## src/core/inband_pkg.sv

```systemverilog
// constants shared by the in-band loop code engine files
// assumes a 32-bit apb slave, one register per aligned word (byte address = index * 4)
package inband_pkg;

	// ==========================================================
	// register indices (byte address is four times the index)
	localparam logic [7:0] IDX_CTRL       = 8'hB4; // insert enable and detector status
	localparam logic [7:0] IDX_LENGTHS    = 8'hB6; // code length selects
	localparam logic [7:0] IDX_TX_HI      = 8'hB7;
	localparam logic [7:0] IDX_TX_LO      = 8'hB8;
	localparam logic [7:0] IDX_UP_HI      = 8'hB9;
	localparam logic [7:0] IDX_UP_LO      = 8'hBA;
	localparam logic [7:0] IDX_DOWN_HI    = 8'hBB;
	localparam logic [7:0] IDX_DOWN_LO    = 8'hBC;
	localparam logic [7:0] IDX_SPARE_CTRL = 8'hBD;
	localparam logic [7:0] IDX_SPARE_HI   = 8'hBE;
	localparam logic [7:0] IDX_SPARE_LO   = 8'hBF;

	// ==========================================================
	// reset values and field positions
	localparam logic [7:0] REG_RESET     = 8'h00; // every register clears to zero
	localparam int         TX_SEL_LSB    = 6;     // tx length select, bits 7:6
	localparam int         UP_SEL_LSB    = 3;     // up-code length select, bits 5:3
	localparam int         DOWN_SEL_LSB  = 0;     // down-code length select, bits 2:0
	localparam int         SPARE_SEL_LSB = 0;     // spare length select, bits 2:0
	localparam int         CTRL_INSERT   = 0;     // code insertion enable
	localparam int         STAT_UP       = 4;     // up-code detected
	localparam int         STAT_DOWN     = 5;     // down-code detected
	localparam int         STAT_SPARE    = 6;     // spare code detected

	// ==========================================================
	// lengths and timing
	localparam logic [4:0]  LEN_16         = 5'd16; // longest pattern
	localparam logic [15:0] INTEG_BITS_DEF = 16'd1000; // line bits of steady match

	// tx select: 00 five, 01 six (three twice), 10 seven, 11 sixteen
	function automatic logic [4:0] tx_len_of(input logic [1:0] sel);
		unique case (sel)
			2'b00: tx_len_of = 5'd5;
			2'b01: tx_len_of = 5'd6;
			2'b10: tx_len_of = 5'd7;
			2'b11: tx_len_of = LEN_16;
		endcase
	endfunction

	// rx select: value plus one, all ones means sixteen (eight twice)
	function automatic logic [4:0] rx_len_of(input logic [2:0] sel);
		rx_len_of = (sel == 3'b111) ? LEN_16 : ({2'b00, sel} + 5'd1);
	endfunction

endpackage

```

## src/core/code_detector.sv

```systemverilog
// one repeating-code detector with an integration counter
// assumes bit_in qualified by bit_strobe from same-clock framer logic
`timescale 1ns/100ps
module code_detector
	import inband_pkg::*;
#(
	parameter logic [15:0] INTEG_BITS = INTEG_BITS_DEF
) (
	input  wire logic        pclk,
	input  wire logic        presetn,
	input  wire logic        bit_strobe,
	input  wire logic        bit_in,
	input  wire logic [7:0]  pat_hi,
	input  wire logic [7:0]  pat_lo,
	input  wire logic [4:0]  len,
	input  wire logic        restart,
	output logic             detected
);

	// ==========================================================
	// comparison window
	logic [15:0] hist;      // last sixteen bits, newest in bit 0
	logic [15:0] next_hist; // window including the arriving bit
	logic [16:0] ones;      // length-wide run of ones
	logic [15:0] expect_w;  // pattern right-aligned to the window
	logic        aligned;   // newest len bits of the window equal the pattern
	logic        period_ok; // arriving bit repeats the one len bits ago
	logic        locked;    // pattern phase found
	logic [15:0] count;     // line bits of steady match

	always_comb begin
		next_hist = {hist[14:0], bit_in};
		ones      = (17'h00001 << len) - 17'h00001;
		// short lengths use only the top bits of the high byte
		if (len == LEN_16) begin
			expect_w = {pat_hi, pat_lo};
		end else begin
			expect_w = {8'h00, pat_hi} >> (5'd8 - len);
		end
		aligned   = ((next_hist ^ expect_w) & ones[15:0]) == 16'h0000;
		period_ok = bit_in == hist[4'(len - 5'd1)];
	end

	// window shift
	always_ff @(posedge pclk or negedge presetn) begin
		if (!presetn) begin
			hist <= 16'h0000;
		end else if (bit_strobe) begin
			hist <= next_hist;
		end
	end

	// lock and integration; any break starts the period again
	always_ff @(posedge pclk or negedge presetn) begin
		if (!presetn) begin
			locked <= 1'b0;
			count  <= 16'h0000;
		end else if (restart) begin
			locked <= 1'b0;
			count  <= 16'h0000;
		end else if (bit_strobe) begin
			if (locked && period_ok) begin
				count <= (count == INTEG_BITS) ? count : count + 16'h0001;
			end else begin
				// a mismatch may still be the start of a fresh alignment
				locked <= aligned;
				count  <= 16'h0000;
			end
		end
	end

	// declared only once the whole period has matched
	always_ff @(posedge pclk or negedge presetn) begin
		if (!presetn) begin
			detected <= 1'b0;
		end else begin
			detected <= locked && (count == INTEG_BITS) && !restart;
		end
	end

endmodule

```

## src/core/tx_pattern_gen.sv

```systemverilog
// repeating transmit code generator, msb of the high byte goes first
// assumes data_in and bit_strobe come from same-clock framer logic
`timescale 1ns/100ps
module tx_pattern_gen
	import inband_pkg::*;
(
	input  wire logic        pclk,
	input  wire logic        presetn,
	input  wire logic        bit_strobe,
	input  wire logic        insert_en,
	input  wire logic        data_in,
	input  wire logic [15:0] pattern,
	input  wire logic [4:0]  len,
	output logic             data_out,
	output logic [3:0]       phase
);

	// ==========================================================
	// phase walks 0..len-1; a shorter len taken mid-pattern wraps at once
	always_ff @(posedge pclk or negedge presetn) begin
		if (!presetn) begin
			phase <= 4'h0;
		end else if (!insert_en) begin
			phase <= 4'h0;
		end else if (bit_strobe) begin
			if ({1'b0, phase} + 5'd1 >= len) begin
				phase <= 4'h0;
			end else begin
				phase <= phase + 4'h1;
			end
		end
	end

	// line bit: pattern while inserting, else the framer's data
	always_ff @(posedge pclk or negedge presetn) begin
		if (!presetn) begin
			data_out <= 1'b0;
		end else if (bit_strobe) begin
			data_out <= insert_en ? pattern[4'hF - phase] : data_in;
		end
	end

endmodule

```

## src/core/inband_loop_code_engine.sv

```systemverilog
// in-band loop code engine: apb registers, one generator, three detectors
// assumes line bits and strobes arrive from framer logic on pclk
//
// Register access over APB was decided locally.
`timescale 1ns/100ps
module inband_loop_code_engine
	import inband_pkg::*;
#(
	parameter logic [15:0] INTEG_BITS = INTEG_BITS_DEF
) (
	input  wire logic        pclk,
	input  wire logic        presetn,
	input  wire logic        psel,
	input  wire logic        penable,
	input  wire logic        pwrite,
	input  wire logic [11:0] paddr,
	input  wire logic [31:0] pwdata,
	input  wire logic [3:0]  pstrb,
	output logic [31:0]      prdata,
	output logic             pready,
	output logic             pslverr,
	input  wire logic        tx_bit_strobe,
	input  wire logic        tx_data_in,
	output logic             tx_data_out,
	input  wire logic        rx_bit_strobe,
	input  wire logic        rx_data_in,
	output logic             up_detected,
	output logic             down_detected,
	output logic             spare_detected
);

	// ==========================================================
	// registers
	logic [7:0] engine_ctrl;          // insert enable in bit 0
	logic [7:0] inband_code_lengths;  // tx, up and down length selects
	logic [7:0] tx_pattern_high;
	logic [7:0] tx_pattern_low;
	logic [7:0] rx_up_pattern_high;
	logic [7:0] rx_up_pattern_low;
	logic [7:0] rx_down_pattern_high;
	logic [7:0] rx_down_pattern_low;
	logic [7:0] spare_code_control;
	logic [7:0] spare_pattern_high;
	logic [7:0] spare_pattern_low;

	// ==========================================================
	// bus decode
	logic [7:0] index;      // word index of the access
	logic       hit;        // address maps to a register: index is mapped and paddr[11:10] are zero
	logic [7:0] read_byte;  // addressed register contents
	logic       access;     // access phase of a transfer
	logic       wr_en;      // write takes effect this edge
	logic [1:0] tx_length_sel;
	logic [2:0] up_length_sel;
	logic [2:0] down_length_sel;
	logic [2:0] spare_length_sel;
	logic [4:0] tx_len;
	logic [4:0] up_len;
	logic [4:0] down_len;
	logic [4:0] spare_len;
	logic [3:0] tx_phase;   // generator position in the pattern
	logic       up_restart;
	logic       down_restart;
	logic       spare_restart;

	assign index  = paddr[9:2];
	assign access = psel && penable;
	// the slave never stalls, so every access ends in one cycle
	assign pready = 1'b1;
	// unmapped words answer with an error and change nothing
	assign pslverr = access && !hit;
	// only the low lane carries register bits
	assign wr_en   = access && pwrite && hit && pstrb[0];

	// address decode and read mux
	always_comb begin
		hit       = (paddr[11:10] == 2'b00);
		read_byte = 8'h00;
		unique case (index)
			IDX_CTRL: begin
				read_byte              = engine_ctrl;
				read_byte[STAT_UP]     = up_detected;
				read_byte[STAT_DOWN]   = down_detected;
				read_byte[STAT_SPARE]  = spare_detected;
			end
			IDX_LENGTHS:    read_byte = inband_code_lengths;
			IDX_TX_HI:      read_byte = tx_pattern_high;
			IDX_TX_LO:      read_byte = tx_pattern_low;
			IDX_UP_HI:      read_byte = rx_up_pattern_high;
			IDX_UP_LO:      read_byte = rx_up_pattern_low;
			IDX_DOWN_HI:    read_byte = rx_down_pattern_high;
			IDX_DOWN_LO:    read_byte = rx_down_pattern_low;
			IDX_SPARE_CTRL: read_byte = spare_code_control;
			IDX_SPARE_HI:   read_byte = spare_pattern_high;
			IDX_SPARE_LO:   read_byte = spare_pattern_low;
			default: begin
				// unmapped index
				hit = 1'b0;
			end
		endcase
	end

	// read data captured in the setup cycle, stable through access
	always_ff @(posedge pclk or negedge presetn) begin
		if (!presetn) begin
			prdata <= 32'h00000000;
		end else if (psel && !penable && !pwrite) begin
			prdata <= {24'h000000, read_byte};
		end
	end

	// ==========================================================
	// register writes
	always_ff @(posedge pclk or negedge presetn) begin
		if (!presetn) begin
			engine_ctrl          <= REG_RESET;
			inband_code_lengths  <= REG_RESET;
			tx_pattern_high      <= REG_RESET;
			tx_pattern_low       <= REG_RESET;
			rx_up_pattern_high   <= REG_RESET;
			rx_up_pattern_low    <= REG_RESET;
			rx_down_pattern_high <= REG_RESET;
			rx_down_pattern_low  <= REG_RESET;
			spare_code_control   <= REG_RESET;
			spare_pattern_high   <= REG_RESET;
			spare_pattern_low    <= REG_RESET;
		end else if (wr_en) begin
			unique case (index)
				// status bits are live, so only the enable is stored
				IDX_CTRL:       engine_ctrl <= {7'h00, pwdata[CTRL_INSERT]};
				IDX_LENGTHS:    inband_code_lengths  <= pwdata[7:0];
				IDX_TX_HI:      tx_pattern_high      <= pwdata[7:0];
				IDX_TX_LO:      tx_pattern_low       <= pwdata[7:0];
				IDX_UP_HI:      rx_up_pattern_high   <= pwdata[7:0];
				IDX_UP_LO:      rx_up_pattern_low    <= pwdata[7:0];
				IDX_DOWN_HI:    rx_down_pattern_high <= pwdata[7:0];
				IDX_DOWN_LO:    rx_down_pattern_low  <= pwdata[7:0];
				// upper bits are stored as written; software keeps them zero
				IDX_SPARE_CTRL: spare_code_control   <= pwdata[7:0];
				IDX_SPARE_HI:   spare_pattern_high   <= pwdata[7:0];
				IDX_SPARE_LO:   spare_pattern_low    <= pwdata[7:0];
				default: begin
					// no register here
				end
			endcase
		end
	end

	// ==========================================================
	// length decode
	assign tx_length_sel    = inband_code_lengths[TX_SEL_LSB +: 2];
	assign up_length_sel    = inband_code_lengths[UP_SEL_LSB +: 3];
	assign down_length_sel  = inband_code_lengths[DOWN_SEL_LSB +: 3];
	assign spare_length_sel = spare_code_control[SPARE_SEL_LSB +: 3];
	assign tx_len    = tx_len_of(tx_length_sel);
	assign up_len    = rx_len_of(up_length_sel);
	assign down_len  = rx_len_of(down_length_sel);
	assign spare_len = rx_len_of(spare_length_sel);

	// writing a high pattern byte restarts that detector's period
	assign up_restart    = wr_en && (index == IDX_UP_HI);
	assign down_restart  = wr_en && (index == IDX_DOWN_HI);
	assign spare_restart = wr_en && (index == IDX_SPARE_HI);

	// ==========================================================
	// transmit generator; the low byte is only reached at sixteen bits
	tx_pattern_gen u_tx_gen (
		.pclk       (pclk),
		.presetn    (presetn),
		.bit_strobe (tx_bit_strobe),
		.insert_en  (engine_ctrl[CTRL_INSERT]),
		.data_in    (tx_data_in),
		.pattern    ({tx_pattern_high, tx_pattern_low}),
		.len        (tx_len),
		.data_out   (tx_data_out),
		.phase      (tx_phase)
	);

	// ==========================================================
	// receive detectors; high-byte bits past the length are masked off
	code_detector #(.INTEG_BITS(INTEG_BITS)) u_up_det (
		.pclk       (pclk),
		.presetn    (presetn),
		.bit_strobe (rx_bit_strobe),
		.bit_in     (rx_data_in),
		.pat_hi     (rx_up_pattern_high),
		.pat_lo     (rx_up_pattern_low),
		.len        (up_len),
		.restart    (up_restart),
		.detected   (up_detected)
	);

	code_detector #(.INTEG_BITS(INTEG_BITS)) u_down_det (
		.pclk       (pclk),
		.presetn    (presetn),
		.bit_strobe (rx_bit_strobe),
		.bit_in     (rx_data_in),
		.pat_hi     (rx_down_pattern_high),
		.pat_lo     (rx_down_pattern_low),
		.len        (down_len),
		.restart    (down_restart),
		.detected   (down_detected)
	);

	code_detector #(.INTEG_BITS(INTEG_BITS)) u_spare_det (
		.pclk       (pclk),
		.presetn    (presetn),
		.bit_strobe (rx_bit_strobe),
		.bit_in     (rx_data_in),
		.pat_hi     (spare_pattern_high),
		.pat_lo     (spare_pattern_low),
		.len        (spare_len),
		.restart    (spare_restart),
		.detected   (spare_detected)
	);

	// ==========================================================
	// checks
	a_tx_len_map: assert property (@(posedge pclk) disable iff (!presetn)
		tx_len == ((tx_length_sel == 2'b00) ? 5'd5 : (tx_length_sel == 2'b01) ? 5'd6 :
			(tx_length_sel == 2'b10) ? 5'd7 : 5'd16))
		else $error("tx length decode wrong");

	a_up_len_map: assert property (@(posedge pclk) disable iff (!presetn)
		(inband_code_lengths[5:3] == 3'b111) ? (up_len == 5'd16)
			: (up_len == {2'b00, inband_code_lengths[5:3]} + 5'd1))
		else $error("up length decode wrong");

	a_down_len_map: assert property (@(posedge pclk) disable iff (!presetn)
		(inband_code_lengths[2:0] == 3'b111) ? (down_len == 5'd16)
			: (down_len == {2'b00, inband_code_lengths[2:0]} + 5'd1))
		else $error("down length decode wrong");

	a_spare_len_map: assert property (@(posedge pclk) disable iff (!presetn)
		(spare_code_control[2:0] == 3'b111) ? (spare_len == 5'd16)
			: (spare_len == {2'b00, spare_code_control[2:0]} + 5'd1))
		else $error("spare length decode wrong");

	a_first_bit_out: assert property (@(posedge pclk) disable iff (!presetn)
		(engine_ctrl[0] && tx_bit_strobe && tx_phase == 4'h0)
			|=> (tx_data_out == $past(tx_pattern_high[7])))
		else $error("first sent bit is not high bit 7");

	a_phase_wraps: assert property (@(posedge pclk) disable iff (!presetn)
		(engine_ctrl[0] && tx_bit_strobe && {1'b0, tx_phase} == tx_len - 5'd1
			&& $stable(tx_len)) |=> (tx_phase == 4'h0))
		else $error("pattern does not repeat at its length");

	a_pass_through: assert property (@(posedge pclk) disable iff (!presetn)
		(!engine_ctrl[0] && tx_bit_strobe) |=> (tx_data_out == $past(tx_data_in)))
		else $error("line data not passed while idle");

	a_restart_clears: assert property (@(posedge pclk) disable iff (!presetn)
		up_restart |=> !up_detected [*2])
		else $error("up detector survives a pattern write");

	a_down_restart: assert property (@(posedge pclk) disable iff (!presetn)
		down_restart |=> !down_detected)
		else $error("down detector survives a pattern write");

	a_apb_unmapped: assert property (@(posedge pclk) disable iff (!presetn)
		(access && paddr[11:10] != 2'b00) |-> (pslverr && pready))
		else $error("unmapped access not refused");

	a_spare_restart: assert property (@(posedge pclk) disable iff (!presetn)
		spare_restart |=> !spare_detected)
		else $error("spare detector survives a pattern write");

	a_write_lands: assert property (@(posedge pclk) disable iff (!presetn)
		(wr_en && index == IDX_LENGTHS) |=> (inband_code_lengths == $past(pwdata[7:0])))
		else $error("length write did not land");

	// ==========================================================
	// integration watch for the up detector
	// saturates, so a long steady code cannot wrap it back under the limit
	logic [16:0] up_seen; // line bits seen since the last restart

	// counts every received bit; a high pattern write starts it again
	always_ff @(posedge pclk or negedge presetn) begin
		if (!presetn) begin
			up_seen <= 17'h00000;
		end else if (up_restart) begin
			up_seen <= 17'h00000;
		end else if (rx_bit_strobe && up_seen != 17'h1FFFF) begin
			up_seen <= up_seen + 17'h00001;
		end
	end

	// a declaration needs the aligning bits plus a whole period of matches
	a_up_integrated: assert property (@(posedge pclk) disable iff (!presetn)
		$rose(up_detected) |-> (up_seen >= {12'h000, up_len} + {1'b0, INTEG_BITS}))
		else $error("up code declared before a full integration");

endmodule

```

## config.mk

```make
export PLATFORM = sky130hd
export DESIGN_NAME = inband_loop_code_engine
export DESIGN_NICKNAME = d
export VERILOG_FILES = /design/src/core/inband_pkg.sv /design/src/core/code_detector.sv /design/src/core/tx_pattern_gen.sv /design/src/core/inband_loop_code_engine.sv
export SDC_FILE = /design/constraint.sdc
export NUM_CORES = 1
export LEC_CHECK = 0
export BUFFER_PORTS_ARGS = -buffer_cell sky130_fd_sc_hd__buf_2
export CAP_MARGIN = 20
export CORE_ASPECT_RATIO = 0.7
export CORE_MARGIN = 4
export CORE_UTILIZATION = 28
export DETAILED_ROUTE_END_ITERATION = 7
export HOLD_SLACK_MARGIN = 0.02
export MAX_ROUTING_LAYER = met4
export PLACE_DENSITY = 0.45
export SLEW_MARGIN = 20
export SYNTH_ARGS = -nofsm -noshare
export SYNTH_HDL_FRONTEND = slang
export SYNTH_SLANG_ARGS = --single-unit
```

## constraint.sdc

```tcl
create_clock -name pclk -period 4.3 [get_ports pclk]
set_input_delay 0.43 -clock pclk [delete_from_list [all_inputs] [get_ports pclk]]
set_output_delay 0.43 -clock pclk [all_outputs]
set_load 0.01 [all_outputs]
```

# Word-level counts from Yosys, hierarchy flattened
# Cells that the tools add are included.
# Widths: inputs -> output; s select.
[totals] input_bits=57 ff_bits=196 word_cells=187 out_inout_bits=38
[classes] reduce_logical=51 n_eq_ne=33 magnitude_cmp=5 n_mux=42 shift=6 n_bitwise=6 add_sub_neg=18
[op_table] op="$mux 16" count=15
[op_table] op="$eq 8x8->1 const B" count=11
[op_table] op="$pmux 8 s11" count=1
[op_table] op="$add 16x1->16 const B" count=3
[op_table] op="$and 16x16->16" count=3
[op_table] op="$eq 16x10->1 const B" count=3
[op_table] op="$logic_not 16->1" count=3
[op_table] op="$shl 1x5->16 const A" count=3
[op_table] op="$shr 8x5->16" count=3
[op_table] op="$sub 16x1->16 const B" count=3
[op_table] op="$xor 16x16->16" count=3
[op_table] op="$reduce_and 2->1" count=17
[op_table] op="$lt 4x5->1 const B" count=4
[op_table] op="$pmux 5 s4" count=1
[op_table] op="$logic_and 1x1->1" count=19
[op_table] op="$bmux 1 s4" count=4
[op_table] op="$eq 5x5->1 const B" count=3
[op_table] op="$mux 1" count=15
[op_table] op="$mux 5" count=3
[op_table] op="$sub 4x5->5 const A" count=3
[op_table] op="$add 3x1->4 const B" count=3
[op_table] op="$mux 4" count=3
[op_table] op="$sub 4x1->4 const B" count=3
[op_table] op="$reduce_or 11->1" count=1
[op_table] op="other kinds (14)" count=31

# Depth between registers and ports, before layout
[depth] depth_word=11 mapped_depth=20 depth_no_buf=15

# By module
# A second synthesis with hierarchy kept.
[hier_totals] cells_unflattened=1466 hier_area_um2=14545.2
[modules_own_cells] mod="code_detector" cells_each=344 instances=3 area_each_um2=3096.7
[modules_own_cells] mod="inband_loop_code_engine" cells_each=385 instances=1 area_each_um2=4719.5
[modules_own_cells] mod="tx_pattern_gen" cells_each=49 instances=1 area_each_um2=535.5

# Worst setup path before layout
# No wires, ideal clock.
[synth_path] kind="flip-flop to flip-flop" from="register spare_code_control[1]" to="register u_spare_det.locked" n_path_buf=5 t_required_ns=4.170 setup_time_ns=0.130 path_slack_ns=0.268 arrival_ns=3.902 stages_incl_launch_ff=17 path_cell_list="dfrtp_1 > ha_1 > ha_1 > buf_2 > clkbuf_1 > clkbuf_1 > clkbuf_1 > nand2b_1 > ha_1 > xor2_1 > mux4_2 > o211ai_1 > nand4_1 > mux2i_1 > and2_1 > buf_2 > o32ai_1"
[synth_via] elab_chain_len=11 word_cells_on_any_way=22
[synth_lines] element="from (decl)" line_no="inband_loop_code_engine.sv:42" text="logic [7:0] spare_code_control;"
[synth_lines] element="from (signal assigned)" line_no="inband_loop_code_engine.sv:139" text="IDX_SPARE_CTRL: spare_code_control <= pwdata[7:0];"
[synth_lines] element="$add 3x1->4 / $eq 3x3->1 (equally long branches)" line_no="inband_pkg.sv:48" text="rx_len_of = (sel == 3'b111) ? LEN_16 : ({2'b00, sel} + 5'd1);"
[synth_lines] element="$mux 5 (*)" line_no="inband_pkg.sv:48"
[synth_lines] element="$sub 4x5->5" line_no="code_detector.sv:38" text="expect_w = {8'h00, pat_hi} >> (5'd8 - len);"
[synth_lines] element="$shr 8x5->16" line_no="code_detector.sv:38"
[synth_lines] element="$mux 16" line_no="code_detector.sv:35" text="if (len == LEN_16) begin"
[synth_lines] element="$xor 16x16->16" line_no="code_detector.sv:40" text="aligned = ((next_hist ^ expect_w) & ones[15:0]) == 16'h0000;"
[synth_lines] element="$and 16x16->16" line_no="code_detector.sv:40"
[synth_lines] element="$logic_not 16->1" line_no="code_detector.sv:40"
[synth_lines] element="$mux 1" line_no="code_detector.sv:62" text="if (locked && period_ok) begin"
[synth_lines] element="$mux 1" line_no="code_detector.sv:61" text="end else if (bit_strobe) begin"
[synth_lines] element="$mux 1" line_no="code_detector.sv:58" text="end else if (restart) begin"
[synth_lines] element="to (signal assigned)" line_no="code_detector.sv:66" text="locked <= aligned;"
[synth_lines] element="to (decl)" line_no="code_detector.sv:28" text="logic locked;"
# Every way passes the cells marked *; elsewhere a longest branch is shown, timed or not. The select of a mux whose other input is x is not followed.
# A chain may end at the register's enable or synchronous reset.

# Worst setup path after layout
[layout_path] from="register inband_code_lengths[4]" to="register u_up_det.count[14]"
[layout_via] elab_chain_len=10 word_cells_on_any_way=13
[layout_lines] element="from (decl)" line_no="inband_loop_code_engine.sv:35" text="logic [7:0] inband_code_lengths;"
[layout_lines] element="from (signal assigned)" line_no="inband_loop_code_engine.sv:131" text="IDX_LENGTHS: inband_code_lengths <= pwdata[7:0];"
[layout_lines] element="$add 3x1->4 / $eq 3x3->1 (equally long branches)" line_no="inband_pkg.sv:48"
[layout_lines] element="$mux 5 (*)" line_no="inband_pkg.sv:48"
[layout_lines] element="$sub 4x1->4 (*)" line_no="code_detector.sv:41" text="period_ok = bit_in == hist[4'(len - 5'd1)];"
[layout_lines] element="$bmux 1 s4 (*)" line_no="code_detector.sv:41"
[layout_lines] element="$mux 1 (not written as such) (*)" line_no="code_detector.sv:41"
[layout_lines] element="$eq 1x1->1 (*)" line_no="code_detector.sv:41"
[layout_lines] element="$logic_and 1x1->1 (*)" line_no="code_detector.sv:62"
[layout_lines] element="$mux 16" line_no="code_detector.sv:62"
[layout_lines] element="$mux 16" line_no="code_detector.sv:61"
[layout_lines] element="$mux 16" line_no="code_detector.sv:58"
[layout_lines] element="to (signal assigned)" line_no="code_detector.sv:63" text="count <= (count == INTEG_BITS) ? count : count + 16'h0001;"
[layout_lines] element="to (decl)" line_no="code_detector.sv:29" text="logic [15:0] count;"
# Marked as above.

==> results.json <==
{
  "vias": 11290,
  "hold_viol_final": 0,
  "hold_class": "input port to flip-flop",
  "tightest_slew_ps": 1134,
  "grt.overflow.total": 0,
  "synth_edf_count": 0,
  "nFillCells": 4718,
  "cts_setup_buffers": 0,
  "power.total_uw": 4109,
  "routabilityCongestion": 0.9245,
  "final_area_um2": 14440,
  "critPathRequiredTime_ps": 4660,
  "p_clk_share_pct": 38.6,
  "die_w_um": 265.6,
  "worst-path-max-fanout": 9,
  "drv_cap": 0,
  "core_um2": 45460,
  "ir_drop_mv": 0.2828,
  "ys_warn_count": 0,
  "clkTransAtPathRegs_ps": 70,
  "ys_ff_latch": 164,
  "skew_ps": 16.38,
  "setup_viol": 0,
  "dpl-instance-area_um2": 13820,
  "r2r_setup_slack_ps": 340,
  "area_growth_pct": 11.06,
  "slew_headroom_pct": 23.69,
  "first_iter_violations": 1188,
  "synth_ff_type": "dfrtp_1",
  "switchingPower_uw": 1304,
  "pwr-share-comb_pct": 17.1,
  "clkSinkCount": 164,
  "fmax_mhz": 252.8,
  "layout_commonest_cell": "nand2_1",
  "dieArea_um2": 50000,
  "grt_pass1_vias": 10930,
  "numCtsBuffers": 17,
  "htree_levels": 4,
  "status": "finished clean",
  "layout-drive-gt1-share_pct": 17.51,
  "ant_nets": 0,
  "fin_crit_sh_pct": 92.01,
  "p_seq_share_pct": 44.3,
  "drc": 0,
  "drt-vias-per-instance": 5.419,
  "cts-root-buf": "clkbuf_16",
  "grt_pass1_wl_um": 67920,
  "synthCells": 1464,
  "clockBufferDepth": 2,
  "crit_path_end_kind": "flip-flop",
  "hpwlAfterDp_um": 32760,
  "rsz0062_at_grt": "no",
  "async_flop_share_pct": 100.0,
  "fin_tns_setup_ps": 0,
  "worstPathArrival_ps": 4320,
  "pin_count": 95,
  "power_density_nw_per_um2": 284.6,
  "portBuffers": 40,
  "slew_violations": 0,
  "totalWireLength_um": 43580,
  "leakagePower_uw": 0.006159,
  "worstSetupPathType": "flip-flop to flip-flop",
  "syn_avg_cell_area_um2": 8.881,
  "grt_max_degree": 99,
  "internal_power_uw": 2804,
  "layout_common_cells": "nand2_1, dfrtp_1, nor2_1",
  "synth.cell_area_um2": 13000,
  "yosysSeqAreaShare_pct": 31.57,
  "cts_tree": "yes",
  "start_util_pct": 28.60,
  "die_h_um": 188.3,
  "antenna_found_initial": 2,
  "rows": 65,
  "grt_usage_pct": 17.93,
  "drt_pre_antenna_iters": 5,
  "final_nets": 1574,
  "yosysUniqueCellTypes": 87,
  "p_sw_share_pct": 31.75,
  "wl_per_cell_um": 20.92,
  "period_needed_ps": 3956,
  "cp-start-kind": "flip-flop",
  "worstSkewPairLatency_ps": 450
}
-- area by class of cell --
type | instances | area (um2) | share of cell area, %
Antenna cell | 1 | 2.502 | 0.01733
Multi-Input combinational cell | 1137 | 8192 | 56.73
Sequential cell | 164 | 4104 | 28.42
Timing Repair Buffer | 85 | 559.3 | 3.873
Tap cell | 603 | 754.5 | 5.225
Inverter | 61 | 229.0 | 1.586
Clock inverter | 13 | 145.1 | 1.005
Clock buffer | 19 | 452.9 | 3.137
-- registers in the layout, indices dropped and copies added (netlist names), 4 cells and up --
name,cells
tx_pattern_high,8
rx_up_pattern_low,8
rx_down_pattern_low,8
spare_pattern_low,8
prdata,8
u_spare_det.hist,16
u_down_det.count,16
u_up_det.count,16
tx_pattern_low,8
inband_code_lengths,8
rx_up_pattern_high,8
spare_pattern_high,8
u_spare_det.count,16
rx_down_pattern_high,8
spare_code_control,8
u_tx_gen.phase,4
-- cell usage after synthesis, drive strengths merged (41+ instances only) --
cell / number / area share [%]
nand3: 41 / 1.6
nor2: 96 / 2.9
xor2: 43 / 3.0
inv: 60 / 1.7
nand2: 175 / 5.1
a21oi: 63 / 2.4
ha: 51 / 4.9
clkbuf: 77 / 2.3
mux2i: 42 / 3.3
buf: 48 / 2.3
dfrtp: 164 / 32
mux2: 85 / 7.4
nor3: 47 / 1.9
o21ai: 79 / 3.1
-- routing by layer --
metal  part of all wire [%]  GRT usage [%]
met5                      0              -
met4                    1.4          4.041
met3                    7.3          4.373
met2                     41          24.19
met1                     51          26.79
-- logic make-up (layout without fill, tap and decap cells) --
kind of cell | count (synthesis) | in the layout | synth area share (%)
XOR/XNOR | 73 | 73 | 5.120
buffers and inverters | 186 | 178 | 6.294
multiplexers | 156 | 156 | 15.65
adder cells (fa/ha/maj) | 51 | 51 | 4.908
flip-flops | 164 | 164 | 31.57
other | 2 | 26 | 0.05776
AO/OA/AOI/OAI | 317 | 317 | 16.72
AND/OR/NAND/NOR | 515 | 515 | 19.69
-- worst max-delay path, stage by stage, from the launching register on --
cell      delay [ps]
dfrtp_1          520
ha_1             240
ha_1             240
nand2b_1         200
ha_1             460
xor2_4           330
mux4_2           370
a22oi_2          230
and4_4           300
o31ai_4          100
or2_1            360
or3_1            340
a21oi_1          160
-- power groups by stage --
stage | sequential (uW) | combinational [uW] | clock (uW)
after global routing | 1830 | 767 | 1700
final | 1820 | 701 | 1590
after detailed placement | 1840 | 689 | 0
after global placement | 1840 | 685 | 0
after floorplan | 1670 | 564 | 0
after CTS | 1810 | 694 | 1640
-- stage by stage --
step                setup slack [ps]  instances  hold WS, ps  util (%)
finish                         343.6       2083        199.6     31.76
global route                   67.49       2083        195.5     31.76
CTS                            263.2       2082        169.2     31.73
detailed placement             296.8       2049        473.9     30.39
global placement               368.5       2049        471.2     30.39
floorplan                      268.1       1487        134.4         -
-- path summary, 6_finish.rpt --
kind	cells past startpoint	end	start
setup / recovery	12	u_up_det.count[14]	inband_code_lengths[4]
hold reg to reg	1	u_up_det.count[9]	u_up_det.count[9]
max in group asynchronous	3	u_spare_det.hist[5]	presetn
setup reg to reg	12	u_up_det.count[14]	inband_code_lengths[4]
min in group asynchronous	2	spare_code_control[1]	presetn
hold / removal	2	u_tx_gen.data_out	tx_bit_strobe
-- what timing repair did --
item / in CTS / in global routing
gates resized for setup: 0 / 1
endpoints found under the hold margin: 18 / 0
setup endpoints to repair: 0 / 4
hold buffers: 1 / 0
Power figures use the tool's default switching activity.
